### config.mk
export PLATFORM = sky130hd
export DESIGN_NAME = input_capture_channel
export DESIGN_NICKNAME = d
export VERILOG_FILES = /design/src/edge_prescaler.v /design/src/capture_fifo.v /design/src/input_capture_channel.v
export VERILOG_INCLUDE_DIRS = /design/src /design/src/src
export SDC_FILE = /design/constraint.sdc
export NUM_CORES = 1
export LEC_CHECK = 0
export BUFFER_PORTS_ARGS = -buffer_cell sky130_fd_sc_hd__buf_2
export CAP_MARGIN = 25
export CORE_MARGIN = 4
export CORE_UTILIZATION = 30
export DETAILED_ROUTE_END_ITERATION = 10
export SLEW_MARGIN = 40
export SYNTH_ARGS = -nofsm -noshare
export SYNTH_HDL_FRONTEND = slang
export SYNTH_SLANG_ARGS = --single-unit
### constraint.sdc
create_clock -name aclk -period 6.65 [get_ports aclk]
set_input_delay 0.9975 -clock aclk [delete_from_list [all_inputs] [get_ports aclk]]
set_output_delay 0.9975 -clock aclk [all_outputs]
set_load 0.01 [all_outputs]
### src/input_capture_defines.vh
`ifndef INPUT_CAPTURE_DEFINES_VH
`define INPUT_CAPTURE_DEFINES_VH

// ----------------------------------------
// Register byte addresses
// ----------------------------------------
`define OFS_CONTROL      4'h0
`define OFS_BUFFER       4'h4
`define OFS_IRQ_STATUS   4'h8
`define OFS_IRQ_MASK     4'hc

// ----------------------------------------
// Control field positions
// ----------------------------------------
`define BIT_STOP_IN_IDLE 13
`define BIT_TIMER_SELECT 7
`define BIT_PER_IRQ_HI   6
`define BIT_PER_IRQ_LO   5
`define BIT_OVERFLOW     4
`define BIT_NOT_EMPTY    3
`define BIT_MODE_HI      2
`define BIT_MODE_LO      0

// ----------------------------------------
// Interrupt status bits
// ----------------------------------------
`define IRQ_CAPTURE      0
`define IRQ_OVERFLOW     1
`define IRQ_WAKE         2

// ----------------------------------------
// Reset values
// ----------------------------------------
`define RST_CONTROL      16'h0000
`define RST_MASK         3'h0

// ----------------------------------------
// Capture mode codes
// ----------------------------------------
`define MODE_OFF         3'h0
`define MODE_EVERY_EDGE  3'h1
`define MODE_FALL        3'h2
`define MODE_RISE        3'h3
`define MODE_RISE_4      3'h4
`define MODE_RISE_16     3'h5
`define MODE_UNUSED      3'h6
`define MODE_WAKE_PIN    3'h7

// ----------------------------------------
// Prescaler terminal counts and buffer size
// ----------------------------------------
`define PRESCALE_4_LAST  4'h3
`define PRESCALE_16_LAST 4'hf
`define FIFO_DEPTH       4
`define FIFO_PTR_W       2

// ----------------------------------------
// Bus responses
// ----------------------------------------
`define RESP_OKAY        2'h0
`define RESP_SLVERR      2'h2

`endif

### src/edge_prescaler.v
`timescale 1ns/1ps
`include "input_capture_defines.vh"

module edge_prescaler
(
   input  wire       aclk,
   input  wire       aresetn,
   input  wire       clear,
   input  wire       enable,
   input  wire [2:0] mode,
   input  wire       rise,
   input  wire       fall,
   output reg        capture
);

   reg  [3:0] count_reg;
   reg  [3:0] count_next;
   reg  [3:0] last;
   reg        counted;

   // Select the edges that count and the prescaler terminal value
   always @*
   begin
      capture = 1'b0;
      counted = 1'b0;
      last = 4'h0;
      count_next = count_reg;
      if (enable)
      begin
         case (mode)
            `MODE_EVERY_EDGE: capture = rise | fall;
            `MODE_FALL:       capture = fall;
            `MODE_RISE:       capture = rise;
            `MODE_RISE_4:
            begin
               counted = 1'b1;
               last = `PRESCALE_4_LAST;
            end
            `MODE_RISE_16:
            begin
               counted = 1'b1;
               last = `PRESCALE_16_LAST;
            end
            default: capture = 1'b0;
         endcase
      end
      if (counted && rise)
      begin
         if (count_reg == last)
         begin
            capture = 1'b1;
            count_next = 4'h0;
         end
         else
         begin
            count_next = count_reg + 4'h1;
         end
      end
      if (clear)
      begin
         count_next = 4'h0;
      end
   end

   // Prescaler counter restarts when the mode is rewritten
   always @(posedge aclk)
   begin
      if (!aresetn)
         count_reg <= 4'h0;
      else
         count_reg <= count_next;
   end

endmodule

### src/capture_fifo.v
`timescale 1ns/1ps
`include "input_capture_defines.vh"

module capture_fifo
(
   input  wire        aclk,
   input  wire        aresetn,
   input  wire        push,
   input  wire [15:0] push_data,
   input  wire        pop,
   output wire [15:0] head,
   output wire        full,
   output wire        empty
);

   reg  [15:0]          mem_reg [0:`FIFO_DEPTH-1];
   reg  [`FIFO_PTR_W-1:0] wr_ptr_reg;
   reg  [`FIFO_PTR_W-1:0] rd_ptr_reg;
   reg  [`FIFO_PTR_W:0]   level_reg;
   wire                   do_push;
   wire                   do_pop;

   // Push into a full buffer is dropped; caller flags overflow
   assign do_push = push & ~full;
   assign do_pop  = pop & ~empty;
   assign full    = (level_reg == `FIFO_DEPTH);
   assign empty   = (level_reg == 0);
   assign head    = mem_reg[rd_ptr_reg];

   // Pointer and occupancy bookkeeping
   always @(posedge aclk)
   begin
      if (!aresetn)
      begin
         wr_ptr_reg <= {`FIFO_PTR_W{1'b0}};
         rd_ptr_reg <= {`FIFO_PTR_W{1'b0}};
         level_reg  <= {(`FIFO_PTR_W+1){1'b0}};
      end
      else
      begin
         if (do_push)
            wr_ptr_reg <= wr_ptr_reg + 1'b1;
         if (do_pop)
            rd_ptr_reg <= rd_ptr_reg + 1'b1;
         if (do_push && !do_pop)
            level_reg <= level_reg + 1'b1;
         else if (do_pop && !do_push)
            level_reg <= level_reg - 1'b1;
      end
   end

   // Storage has no reset; empty guards every read
   always @(posedge aclk)
   begin
      if (do_push)
         mem_reg[wr_ptr_reg] <= push_data;
   end

endmodule

### src/input_capture_channel.v
`timescale 1ns/1ps
`include "input_capture_defines.vh"

module input_capture_channel
(
   input  wire        aclk,
   input  wire        aresetn,
   input  wire [3:0]  s_axi_awaddr,
   input  wire        s_axi_awvalid,
   output reg         s_axi_awready,
   input  wire [31:0] s_axi_wdata,
   input  wire [3:0]  s_axi_wstrb,
   input  wire        s_axi_wvalid,
   output reg         s_axi_wready,
   output reg  [1:0]  s_axi_bresp,
   output reg         s_axi_bvalid,
   input  wire        s_axi_bready,
   input  wire [3:0]  s_axi_araddr,
   input  wire        s_axi_arvalid,
   output reg         s_axi_arready,
   output reg  [31:0] s_axi_rdata,
   output reg  [1:0]  s_axi_rresp,
   output reg         s_axi_rvalid,
   input  wire        s_axi_rready,
   input  wire        capture_pin,
   input  wire [15:0] timer_two_count,
   input  wire [15:0] timer_three_count,
   input  wire        cpu_idle,
   input  wire        cpu_sleep,
   output reg         irq
);

   // ----------------------------------------
   // Helpers
   // ----------------------------------------

   // Codes that take part in timed capture
   function capture_mode;
      input [2:0] m;
      begin
         capture_mode = (m != `MODE_OFF) && (m != `MODE_UNUSED)
                        && (m != `MODE_WAKE_PIN);
      end
   endfunction

   // Expand byte strobes over the low half-word
   function [15:0] lane_mask;
      input [3:0] strb;
      begin
         lane_mask = {{8{strb[1]}}, {8{strb[0]}}};
      end
   endfunction

   // ----------------------------------------
   // State
   // ----------------------------------------
   reg  [15:0] control_reg;
   reg  [2:0]  status_reg;
   reg  [2:0]  status_next;
   reg  [2:0]  mask_reg;
   reg         overflow_reg;
   reg         overflow_next;
   reg  [1:0]  irq_count_reg;
   reg  [1:0]  irq_count_next;
   reg         pin_meta_reg;
   reg         pin_sync_reg;
   reg         pin_last_reg;
   reg  [3:0]  awaddr_reg;
   reg         aw_held_reg;
   reg  [15:0] wdata_reg;
   reg  [3:0]  wstrb_reg;
   reg         w_held_reg;
   reg  [31:0] rdata_next;
   reg  [1:0]  rresp_next;
   reg         pop_next;
   reg  [2:0]  status_clear;
   wire        rise;
   wire        fall;
   wire [2:0]  mode;
   wire        halted;
   wire        active;
   wire        capture_event;
   wire [15:0] captured_value;
   wire [15:0] fifo_head;
   wire        fifo_full;
   wire        fifo_empty;
   wire        do_write;
   wire        do_read;
   wire        ctrl_write;
   wire        capture_irq;
   wire        wake_event;

   // ----------------------------------------
   // Pin synchroniser and edge detection
   // ----------------------------------------

   // Two flops before any logic looks at the pin
   always @(posedge aclk)
   begin
      if (!aresetn)
      begin
         pin_meta_reg <= 1'b0;
         pin_sync_reg <= 1'b0;
         pin_last_reg <= 1'b0;
      end
      else
      begin
         pin_meta_reg <= capture_pin;
         pin_sync_reg <= pin_meta_reg;
         pin_last_reg <= pin_sync_reg;
      end
   end

   assign rise = pin_sync_reg & ~pin_last_reg;
   assign fall = ~pin_sync_reg & pin_last_reg;

   // ----------------------------------------
   // Mode decode
   // ----------------------------------------
   assign mode   = control_reg[`BIT_MODE_HI:`BIT_MODE_LO];
   assign halted = control_reg[`BIT_STOP_IN_IDLE] & cpu_idle;
   assign active = capture_mode(mode) & ~halted;

   // Wake pin ignores every other control field
   assign wake_event = (mode == `MODE_WAKE_PIN) & (cpu_sleep | cpu_idle)
                       & rise;

   // Timer two on select high, timer three otherwise
   assign captured_value = control_reg[`BIT_TIMER_SELECT] ? timer_two_count
                           : timer_three_count;

   edge_prescaler u_prescaler
   (
      .aclk    (aclk),
      .aresetn (aresetn),
      .clear   (ctrl_write),
      .enable  (active),
      .mode    (mode),
      .rise    (rise),
      .fall    (fall),
      .capture (capture_event)
   );

   capture_fifo u_fifo
   (
      .aclk      (aclk),
      .aresetn   (aresetn),
      .push      (capture_event),
      .push_data (captured_value),
      .pop       (pop_next),
      .head      (fifo_head),
      .full      (fifo_full),
      .empty     (fifo_empty)
   );

   // ----------------------------------------
   // Captures per interrupt
   // ----------------------------------------

   // Count captures; restart on every interrupting one
   always @*
   begin
      irq_count_next = irq_count_reg;
      if (capture_irq)
         irq_count_next = 2'h0;
      else if (capture_event)
         irq_count_next = irq_count_reg + 2'h1;
      if (ctrl_write || !active)
         irq_count_next = 2'h0;
   end

   assign capture_irq = capture_event &
      ((mode == `MODE_EVERY_EDGE) ||
       (irq_count_reg == control_reg[`BIT_PER_IRQ_HI:`BIT_PER_IRQ_LO]));

   // ----------------------------------------
   // Overflow flag
   // ----------------------------------------

   // Set on capture into full buffer; cleared by any buffer pop without a capture in the same cycle
   always @*
   begin
      overflow_next = overflow_reg;
      if (pop_next && !capture_event)
         overflow_next = 1'b0;
      if (capture_event && fifo_full)
         overflow_next = 1'b1;
   end

   // ----------------------------------------
   // AXI4-Lite write channel
   // ----------------------------------------
   assign do_write   = aw_held_reg & w_held_reg & ~s_axi_bvalid;
   assign ctrl_write = do_write & (awaddr_reg == `OFS_CONTROL);

   // Address and data are taken in either order and held
   always @(posedge aclk)
   begin
      if (!aresetn)
      begin
         s_axi_awready <= 1'b0;
         s_axi_wready  <= 1'b0;
         s_axi_bvalid  <= 1'b0;
         s_axi_bresp   <= `RESP_OKAY;
         aw_held_reg   <= 1'b0;
         w_held_reg    <= 1'b0;
         awaddr_reg    <= 4'h0;
         wdata_reg     <= 16'h0000;
         wstrb_reg     <= 4'h0;
      end
      else
      begin
         s_axi_awready <= ~aw_held_reg & ~(s_axi_awvalid & s_axi_awready);
         s_axi_wready  <= ~w_held_reg & ~(s_axi_wvalid & s_axi_wready);
         if (s_axi_awvalid && s_axi_awready)
         begin
            aw_held_reg <= 1'b1;
            awaddr_reg  <= s_axi_awaddr;
         end
         if (s_axi_wvalid && s_axi_wready)
         begin
            w_held_reg <= 1'b1;
            wdata_reg  <= s_axi_wdata[15:0];
            wstrb_reg  <= s_axi_wstrb;
         end
         if (do_write)
         begin
            aw_held_reg  <= 1'b0;
            w_held_reg   <= 1'b0;
            s_axi_bvalid <= 1'b1;
            // Every aligned word is mapped; read-only targets still answer OKAY
            s_axi_bresp  <= (awaddr_reg[1:0] == 2'h0) ? `RESP_OKAY : `RESP_SLVERR;
         end
         else if (s_axi_bvalid && s_axi_bready)
            s_axi_bvalid <= 1'b0;
      end
   end

   // Register updates from software; flag bits stay hardware owned
   always @(posedge aclk)
   begin
      if (!aresetn)
      begin
         control_reg <= `RST_CONTROL;
         mask_reg    <= `RST_MASK;
      end
      else if (do_write)
      begin
         if (awaddr_reg == `OFS_CONTROL)
            control_reg <= (control_reg & ~lane_mask(wstrb_reg)) |
                           (wdata_reg & lane_mask(wstrb_reg) &
                            16'h20e7);
         if (awaddr_reg == `OFS_IRQ_MASK && wstrb_reg[0])
            mask_reg <= wdata_reg[2:0];
      end
   end

   // ----------------------------------------
   // AXI4-Lite read channel
   // ----------------------------------------
   assign do_read = s_axi_arvalid & s_axi_arready;

   // Read data and read side effects
   always @*
   begin
      rdata_next   = 32'h00000000;
      rresp_next   = `RESP_OKAY;
      pop_next     = 1'b0;
      status_clear = 3'h0;
      if (do_read)
      begin
         case (s_axi_araddr)
            `OFS_CONTROL:
            begin
               rdata_next[15:0] = control_reg;
               rdata_next[`BIT_OVERFLOW]  = overflow_reg;
               rdata_next[`BIT_NOT_EMPTY] = ~fifo_empty;
            end
            `OFS_BUFFER:
            begin
               if (!fifo_empty)
               begin
                  rdata_next[15:0] = fifo_head;
                  pop_next = 1'b1;
               end
            end
            `OFS_IRQ_STATUS:
            begin
               rdata_next[2:0] = status_reg;
               status_clear = 3'h7;
            end
            `OFS_IRQ_MASK: rdata_next[2:0] = mask_reg;
            default: rresp_next = `RESP_SLVERR;
         endcase
      end
   end

   // One read in flight; arready drops until the data is taken
   always @(posedge aclk)
   begin
      if (!aresetn)
      begin
         s_axi_arready <= 1'b0;
         s_axi_rvalid  <= 1'b0;
         s_axi_rdata   <= 32'h00000000;
         s_axi_rresp   <= `RESP_OKAY;
      end
      else
      begin
         s_axi_arready <= ~do_read & (~s_axi_rvalid | s_axi_rready); // Closed while answering
         if (do_read)
         begin
            s_axi_rvalid  <= 1'b1;
            s_axi_rdata   <= rdata_next;
            s_axi_rresp   <= rresp_next;
         end
         else if (s_axi_rvalid && s_axi_rready)
            s_axi_rvalid  <= 1'b0;
      end
   end

   // ----------------------------------------
   // Interrupt status, mask and output
   // ----------------------------------------

   // A new event beats the clear-on-read in the same cycle
   always @*
   begin
      status_next = status_reg & ~status_clear;
      if (capture_irq)
         status_next[`IRQ_CAPTURE] = 1'b1;
      if (capture_event && fifo_full)
         status_next[`IRQ_OVERFLOW] = 1'b1;
      if (wake_event)
         status_next[`IRQ_WAKE] = 1'b1;
   end

   // Flag, counter and status flops; irq updates in the same cycle as status
   always @(posedge aclk)
   begin
      if (!aresetn)
      begin
         overflow_reg  <= 1'b0;
         irq_count_reg <= 2'h0;
         status_reg    <= 3'h0;
         irq           <= 1'b0;
      end
      else
      begin
         overflow_reg  <= overflow_next;
         irq_count_reg <= irq_count_next;
         status_reg    <= status_next;
         irq           <= |(status_next & mask_reg);
      end
   end

endmodule

==> impl_metrics.yaml, run 1 <==
cells_and_area:
  antenna_cells: 0
  largest_reg_flops: 64
  final_core_util_pct: 36.5
  fin_nets: 639
  fillCellCount: 1875
  syn_to_final_growth_pct: 20.0
  layout-drive-gt1-share_pct: 29.1
floorplanning:
  core.rowCount: 51
  die_width_um: 149
  die_h_um: 149
  pin_count: 128
  core_area_um2: 19500
  initial_utilization_pct: 30.4
  die_area_um2: 22100
global_route:
  grt_busiest_layer: "met2"
  grt-ovfl-total: 0
  met3_usage_pct: 3.47
  grt_pass1_vias: 4090
  grt_usage_pct: 12.2
  antenna_found_initial: 0
  grt_max_degree: 77
  use_met2_pct: 21.2
  grt_util_met1_pct: 14.8
  grt_first_pass_wirelength_um: 21100
timing:
  skew_ps: 8.34
  hold_viol_final: 0
  whs_ps: 447
  drv_slew: 0
  period_share_pct: 50.2
  rsz0062_at_grt: "no"
  setup_viol: 0
  timing.slew.headroom_pct: 42.3
  fin_setup_tns_ps: 0
  fmax_ghz: 0.299
  finalCriticalPeriod_ps: 3340
  fin_ws_ps: 3310
  tightest_slew_ps: 863
setup_path:
  reg2regPathDepth: 12
  cp_max_fo: 20
  cp_data_required_time_ps: 6980
  end_kind: "flop"
  start_kind: "primary input"
  critical_path_class: "in -> reg"
  arrival_ps: 3670
min_path:
  hold_depth: 1
  min-delay-path-class: "reg -> reg"
routing:
  wl_per_cell_um: 15.7
  drt_iter0_markers: 231
  drtPass1Iterations: 5
  vias: 3803
  drc: 0
  wirelength_um: 12900
  antenna_left: 0
  viasPerCell: 4.63
placement:
  dpl_worst_slack_ps: 2880
  port_buffers: 82
  gp_congestion: 0.720
  post-dp-hpwl_um: 9030
synth:
  ys_warn_count: 0
  synth_enable_flop_cells: 64
  avgSynthCellArea_um2: 12.8
  synthArstFlopShare_pct: 0
  syn-cell-area_um2: 5930
  synth_cell_types: 54
  synth-seq-area-share_pct: 58.8
  ys.flop_type: "dfxtp_1"
  synth_seq_cells: 142
  syn_inst: 464
clock_tree:
  cts_made_buffers: 17
  cts_buffer_depth: 2
  clkSinkCount: 142
  cts_tree: "done"
  postCtsSetupBuffers: 0
  postCtsHoldBufs: 0
  root_buffer: "clkbuf_16"
  clkSlewWorstSetupHoldPaths_ps: 60
  cts_resized: 0
  cts_max_level: 4
  clock_latency_ps: 410
power_and_ir_drop:
  vdd_drop_max_v: 0.000230
  power_leakage_nw: 2.69
  p_per_area_nw_per_um2: 269
status:
  status: "completed"
flow_run:
  maxCapViolCount: 0
==> critical path: stages <==
cell and delay (ps):
buf_2 80, nand2_1 490, nor4_4 750, buf_6 220, inv_1 70, ha_1 230
inv_1 90, fa_1 190, xor2_1 70, or3_1 300, a21boi_0 160
==> where the power goes <==
| part | switching (mW) | leakage (nW) | internal [mW] | total, mW |
|---|---|---|---|---|
| clock | 0.357 | 0.279 | 0.565 | 0.922 |
| combinational | 0.0386 | 1.20 | 0.0284 | 0.0670 |
| sequential | 0.00576 | 1.21 | 0.919 | 0.925 |
| total | 0.401 | 2.69 | 1.51 | 1.91 |
==> kinds of logic (layout without fill, tap and decap cells) <==
| kind of cell | count (synthesis) | in the layout | synth area share [%] |
|---|---|---|---|
| muxes | 50 | 50 | 12.2 |
| AOI/OAI and AO/OA | 59 | 59 | 7.96 |
| buffers and inverters | 50 | 126 | 4.58 |
| xor gates and xnor gates | 8 | 8 | 1.18 |
| other | 1 | 18 | 0.0633 |
| and+or+nand+nor | 145 | 145 | 13.2 |
| adders and majority gates | 9 | 9 | 2.03 |
| DFF | 142 | 142 | 58.8 |
==> worst paths after layout <==
| check | start | slack, ps | end |
|---|---|---|---|
| setup / recovery | s_axi_arvalid | 3310 | u_fifo.level_reg[2]$_SDFFE_PN0P_ |
| hold / removal | pin_meta_reg$_SDFF_PN0_ | 450 | pin_sync_reg$_SDFF_PN0_ |
| setup reg to reg | pin_sync_reg$_SDFF_PN0_ | 3550 | u_fifo.level_reg[2]$_SDFFE_PN0P_ |
| hold reg to reg | pin_meta_reg$_SDFF_PN0_ | 450 | pin_sync_reg$_SDFF_PN0_ |
==> metrics by stage <==
step | instances | cell area [um2] | power, mW
after detailed placement | 790 | 6530 | 1.01
after CTS | 822 | 7110 | 1.94
after global placement | 789 | 6510 | 1.01
after global routing | 822 | 7110 | 1.98
after floorplan | 481 | 5990 | 0.988
final | 822 | 7110 | 1.91
==> Yosys cell counts (5+ instances only) <==
library cell	number	share of area, %
xor2_1	5	0.74
mux2_2	16	3.0
and2_1	16	1.7
nand3_1	13	1.1
nor3_1	5	0.42
dfxtp_1	78	26
and3_1	8	0.84
edfxtp_1	64	32
o21ai_0	9	0.76
buf_4	19	2.4
mux2i_1	18	3.0
nand2_1	42	2.7
ha_1	8	1.7
a21boi_0	18	2.3
nor2b_1	26	2.7
mux4_2	16	6.1
clkbuf_1	15	0.95
nor2_1	15	0.95
inv_1	9	0.57
a222oi_1	14	2.4
==> layer usage <==
| metal | up-vias | part of all wire, % |
|---|---|---|
| li1 | 1827 | - |
| met5 | - | 0 |
| met2 | 103 | 51 |
| met1 | 1866 | 42 |
| met3 | 7 | 5.6 |
| met4 | 0 | 0.74 |
==> cell type report <==
type	instances	area, um2	area share (%)
clock buffer	20	447	6.28
clock inverter	12	135	1.90
inverter	9	33.8	0.475
multi-input combinational	289	2240	31.5
sequential	142	3490	49.0
tap	265	332	4.66
timing repair buffer	85	439	6.18
==> cell usage in the layout, fill, tap and decap left out, types with 17 or more instances in the layout <==
cell type / instances
conb_1: 18
nand2_1: 42
clkbuf_16: 17
buf_2: 81
dfxtp_1: 76
a21boi_0: 18
edfxtp_1: 64
mux2i_1: 18
nor2b_1: 26
Power figures use the tool's default switching activity.
==> run 2: changes to the inputs <==
==> constraint.sdc (replaced) <==
create_clock -name aclk -period 2.8 [get_ports aclk]
set_input_delay 0.42 -clock aclk [delete_from_list [all_inputs] [get_ports aclk]]
set_output_delay 0.42 -clock aclk [all_outputs]
set_load 0.01 [all_outputs]
==> run 2 against run 1 <==
  * Core utilization rose by 0.69 points
  * Clock-buffer cell count fell by 3
  * Routed wire length rose by 2.3%
  * Final area rose by 1.9%
  * Sequential share of layout area fell by 0.90 points
  * Global-route usage rose by 0.069 points
  * Highest routed layer unchanged
==> impl_metrics.yaml, run 2 (synthesized netlist as in run 1, its figures left out) <==
clock_tree:
  clock_latency_ps: 420
  cts_buffer_depth: 2
  root_buffer: "clkbuf_16"
  clkSinkCount: 142
  cts_tree: "done"
  postCtsHoldBufs: 0
  cts_made_buffers: 17
  clkSlewWorstSetupHoldPaths_ps: 60
  cts_max_level: 4
setup_path:
  r2r_slack_ps: 130
  cp_max_fo: 3
  end_kind: "flop"
  arrival_ps: 3020
  start_kind: "flop"
  critical_path_class: "reg -> reg"
  cp_data_required_time_ps: 3140
timing:
  timing.slew.headroom_pct: 56.0
  drv_slew: 0
  skew_ps: 11.6
  fin_ws_ps: 129
  fmax_ghz: 0.374
  setup_viol: 0
  whs_ps: 235
  hold_viol_final: 0
  tightest_slew_ps: 661
  period_share_pct: 95.4
  finalCriticalPeriod_ps: 2670
  rsz0062_at_grt: "no"
placement:
  place_area_um2: 6620
  port_buffers: 82
  gp_congestion: 0.735
  dpl_worst_slack_ps: -45.3
  dpl.cell_count: 802
  post-dp-hpwl_um: 9290
cells_and_area:
  instances_no_fill: 839
  fin_nets: 656
  final_area_um2: 7250
  antenna_cells: 0
  final_cell_mix: "buf_2, dfxtp_1, edfxtp_1"
  syn_to_final_growth_pct: 22.3
  layout_commonest_cell: "buf_2"
  layout-drive-gt1-share_pct: 31.2
  largest_reg_flops: 64
routing:
  viasPerCell: 4.67
  antenna_left: 0
  vias: 3915
  drtPass1Iterations: 5
  wirelength_um: 13200
  drt_iter0_markers: 248
  wl_per_cell_um: 15.7
  drc: 0
global_route:
  grt_busiest_layer: "met2"
  grt_max_degree: 76
  grt_first_pass_wirelength_um: 20900
  grt_usage_pct: 12.3
  antenna_found_initial: 0
  grt_util_met1_pct: 14.8
  grt_pass1_vias: 3989
  grt-ovfl-total: 0
  met3_usage_pct: 4.11
  use_met2_pct: 20.5
floorplanning:
  die_width_um: 149
  die_h_um: 149
  die_area_um2: 22100
  pin_count: 128
  core_area_um2: 19500
  initial_utilization_pct: 30.4
  core.rowCount: 51
min_path:
  min-delay-path-class: "in -> reg"
status:
  status: "completed"
power_and_ir_drop:
  vdd_drop_max_v: 0.000413
  power_leakage_nw: 2.77
  p_per_area_nw_per_um2: 626
  fin_total_pwr_mw: 4.54
flow_run:
  maxCapViolCount: 0
==> run 2: power breakdown <==
| group | leakage [nW] | internal [mW] | switching (mW) | total [mW] |
|---|---|---|---|---|
| sequential | 1.21 | 2.18 | 0.0136 | 2.20 |
| clock | 0.275 | 1.25 | 0.931 | 2.18 |
| combinational | 1.29 | 0.0692 | 0.0922 | 0.161 |
| total | 2.77 | 3.50 | 1.04 | 4.54 |
==> run 2: worst max-delay path: stages, from the launching register on <==
cell,delay (ps)
dfxtp_2,340
inv_1,50
ha_1,250
or2_1,240
a211oi_2,270
a221oi_2,80
nor2_2,160
ha_2,210
inv_1,50
fa_2,340
xor2_1,170
or3_1,310
a21boi_1,130
==> run 2: timing repair <==
item | 4_1_cts | 5_1_grt
resized for setup | 1 | 3
gates cloned | 0 | 0
endpoints found under the setup margin | 1 | 1
buffers inserted | 2 | 3
pin swaps | 2 | 7
==> run 2: routing by layer <==
layer / share of wire [%] / vias up / wire length (um)
met4: 1.7 / 0 / 221
met5: 0 / - / 0
met3: 6.9 / 21 / 916
met1: 42 / 1895 / 5510
met2: 50 / 127 / 6560
li1: - / 1872 / -
==> run 2: worst paths after layout <==
path                                      end  cells past startpoint               startpoint
min                   pin_meta_reg$_SDFF_PN0_                      2              capture_pin
max          u_fifo.level_reg[2]$_SDFFE_PN0P_                     12  pin_sync_reg$_SDFF_PN0_
min reg2reg           pin_sync_reg$_SDFF_PN0_                      1  pin_meta_reg$_SDFF_PN0_
max reg2reg  u_fifo.level_reg[2]$_SDFFE_PN0P_                     12  pin_sync_reg$_SDFF_PN0_
==> run 2: area by class of cell <==
class	instances	area, um2
Clock buffer	17	425
Clock inverter	15	156
Fill cell	1911	12200
Inverter	9	33.8
Multi-Input combinational cell	289	2240
Sequential cell	142	3490
Tap cell	265	332
Timing Repair Buffer	102	573
==> run 2: through the flow <==
step,setup TNS (ps),utilization [%]
6_report,0,37.2
5_1_grt,0,37.2
4_1_cts,0,37.1
3_5_place_dp,-45.3,34.0
3_3_place_gp,0,34.0
2_1_floorplan,0,-
==> run 3: changes to the inputs <==
--- a/config.mk
+++ b/config.mk
@@ -8,9 +8,12 @@
 export LEC_CHECK = 0
 export BUFFER_PORTS_ARGS = -buffer_cell sky130_fd_sc_hd__buf_2
 export CAP_MARGIN = 25
+export CELL_PAD_IN_SITES_DETAIL_PLACEMENT = 0
+export CELL_PAD_IN_SITES_GLOBAL_PLACEMENT = 1
 export CORE_MARGIN = 4
 export CORE_UTILIZATION = 30
 export DETAILED_ROUTE_END_ITERATION = 10
+export PLACE_DENSITY_LB_ADDON = 0.1
 export SLEW_MARGIN = 40
 export SYNTH_ARGS = -nofsm -noshare
 export SYNTH_HDL_FRONTEND = slang
==> run 3 against run 2 <==
  * Final area fell by 0.33%
  * Power rose by 1.6%
  * First-iteration DRC count is 8.1% higher
  * Global-route usage rose by 0.11 points
  * Sequential power hardly changed
  * Critical path type unchanged
==> impl_metrics.yaml, run 3 (synthesized netlist as in run 1, its figures left out) <==
status:
  status: "completed"
routing:
  drtPass1Iterations: 4
  wirelength_um: 13300
  wl_per_cell_um: 15.9
  viasPerCell: 4.50
  vias: 3763
  drt_iter0_markers: 268
  drc: 0
  antenna_left: 0
global_route:
  grt_max_degree: 76
  grt-ovfl-total: 0
  grt_first_pass_wirelength_um: 21000
  use_met2_pct: 20.1
  met3_usage_pct: 3.78
  grt_usage_pct: 12.4
  grt_busiest_layer: "met2"
  grt_pass1_vias: 3809
  grt_util_met1_pct: 16.4
  antenna_found_initial: 0
placement:
  place_area_um2: 6600
  post-dp-hpwl_um: 9110
  dpl.cell_count: 801
  port_buffers: 82
  dpl_worst_slack_ps: -51.8
  gp_congestion: 0.712
power_and_ir_drop:
  power_leakage_nw: 2.75
  p_sw_share_pct: 21.4
  combPwrFrac_pct: 3.5
  intPower_mw: 3.62
  p_per_area_nw_per_um2: 638
  p_clk_share_pct: 48.9
  fin_total_pwr_mw: 4.61
  p_switching_mw: 0.988
  vdd_drop_max_v: 0.000401
  seq_power_share_pct: 47.6
setup_path:
  arrival_ps: 3020
  critical_path_class: "reg -> reg"
  cp_max_fo: 3
  end_kind: "flop"
  reg2regPathDepth: 12
  cp_data_required_time_ps: 3140
  start_kind: "flop"
cells_and_area:
  fillCellCount: 1937
  final_area_um2: 7220
  antenna_cells: 0
  instances_no_fill: 836
  final_cell_mix: "buf_2, dfxtp_1, edfxtp_1"
  layout-drive-gt1-share_pct: 30.5
  fin_nets: 653
  largest_reg_flops: 64
  layout_commonest_cell: "buf_2"
  syn_to_final_growth_pct: 21.9
floorplanning:
  initial_utilization_pct: 30.4
  pin_count: 128
  core.rowCount: 51
  die_area_um2: 22100
  die_width_um: 149
  core_area_um2: 19500
  die_h_um: 149
clock_tree:
  postCtsHoldBufs: 0
  clock_latency_ps: 410
  clkSlewWorstSetupHoldPaths_ps: 60
  clkSinkCount: 142
  cts_max_level: 4
  cts_made_buffers: 17
  cts_buffer_depth: 2
  cts_tree: "done"
  root_buffer: "clkbuf_16"
timing:
  period_share_pct: 95.5
  finalCriticalPeriod_ps: 2670
  fin_ws_ps: 125
  whs_ps: 219
  drv_slew: 0
  skew_ps: 8.39
  fmax_ghz: 0.374
  timing.slew.headroom_pct: 49.9
  hold_viol_final: 0
  rsz0062_at_grt: "no"
  tightest_slew_ps: 743
  setup_viol: 0
min_path:
  hold_depth: 2
  min-delay-path-class: "in -> reg"
flow_run:
  maxCapViolCount: 0
-- run 3: what timing repair did --
action                                 4_1_cts  5_1_grt
pin swaps                                    2        4
setup endpoints to repair                    1        1
buffers inserted                             1        2
gates resized for setup                      1        3
endpoints found under the hold margin        0        0
-- run 3: through the flow --
stage / utilization [%] / TNS [ps]
detailed placement: 33.9 / -51.8
CTS: 37.0 / 0
floorplan: - / 0
global route: 37.1 / 0
global placement: 33.9 / 0
finish: 37.1 / 0
-- run 3: power by group through the flow --
stage / Combinational, mW / Clock [mW] / Sequential [mW]
5_1_grt: 0.183 / 2.43 / 2.20
4_1_cts: 0.164 / 2.32 / 2.20
2_1_floorplan: 0.106 / 0 / 2.24
6_report: 0.161 / 2.25 / 2.20
3_3_place_gp: 0.159 / 0 / 2.24
3_5_place_dp: 0.163 / 0 / 2.24
-- run 3: final cells by class --
class	count	area, um2	area share [%]
Multi-Input combinational cell	289	2240	31.0
Inverter	9	33.8	0.468
Timing Repair Buffer	99	538	7.45
Clock inverter	11	134	1.85
Tap cell	265	332	4.59
Clock buffer	21	460	6.37
Sequential cell	142	3490	48.3
-- run 3: layer usage --
| layer | part of all wire, % | vias to the layer above |
|---|---|---|
| li1 | - | 1853 |
| met1 | 46 | 1818 |
| met2 | 49 | 88 |
| met3 | 4.9 | 4 |
| met4 | 0.60 | 0 |
| met5 | 0 | - |
-- run 3: worst paths after layout --
path                                              start                          endpoint  slack (ps)
worst max-delay path            pin_sync_reg$_SDFF_PN0_  u_fifo.level_reg[2]$_SDFFE_PN0P_         130
worst min-delay path                        capture_pin           pin_meta_reg$_SDFF_PN0_         220
worst max register to register  pin_sync_reg$_SDFF_PN0_  u_fifo.level_reg[2]$_SDFFE_PN0P_         130
worst min register to register  pin_meta_reg$_SDFF_PN0_           pin_sync_reg$_SDFF_PN0_         440
-- run 3: worst max-delay path, stage by stage (launching register included) --
cell and delay (ps):
dfxtp_2 340, inv_1 40, ha_1 280, or2_1 220, a211oi_2 280, a221oi_2 90, nor2_2 150, ha_2 200
inv_1 50, fa_2 340, xor2_1 180, or3_1 310, a21boi_1 130
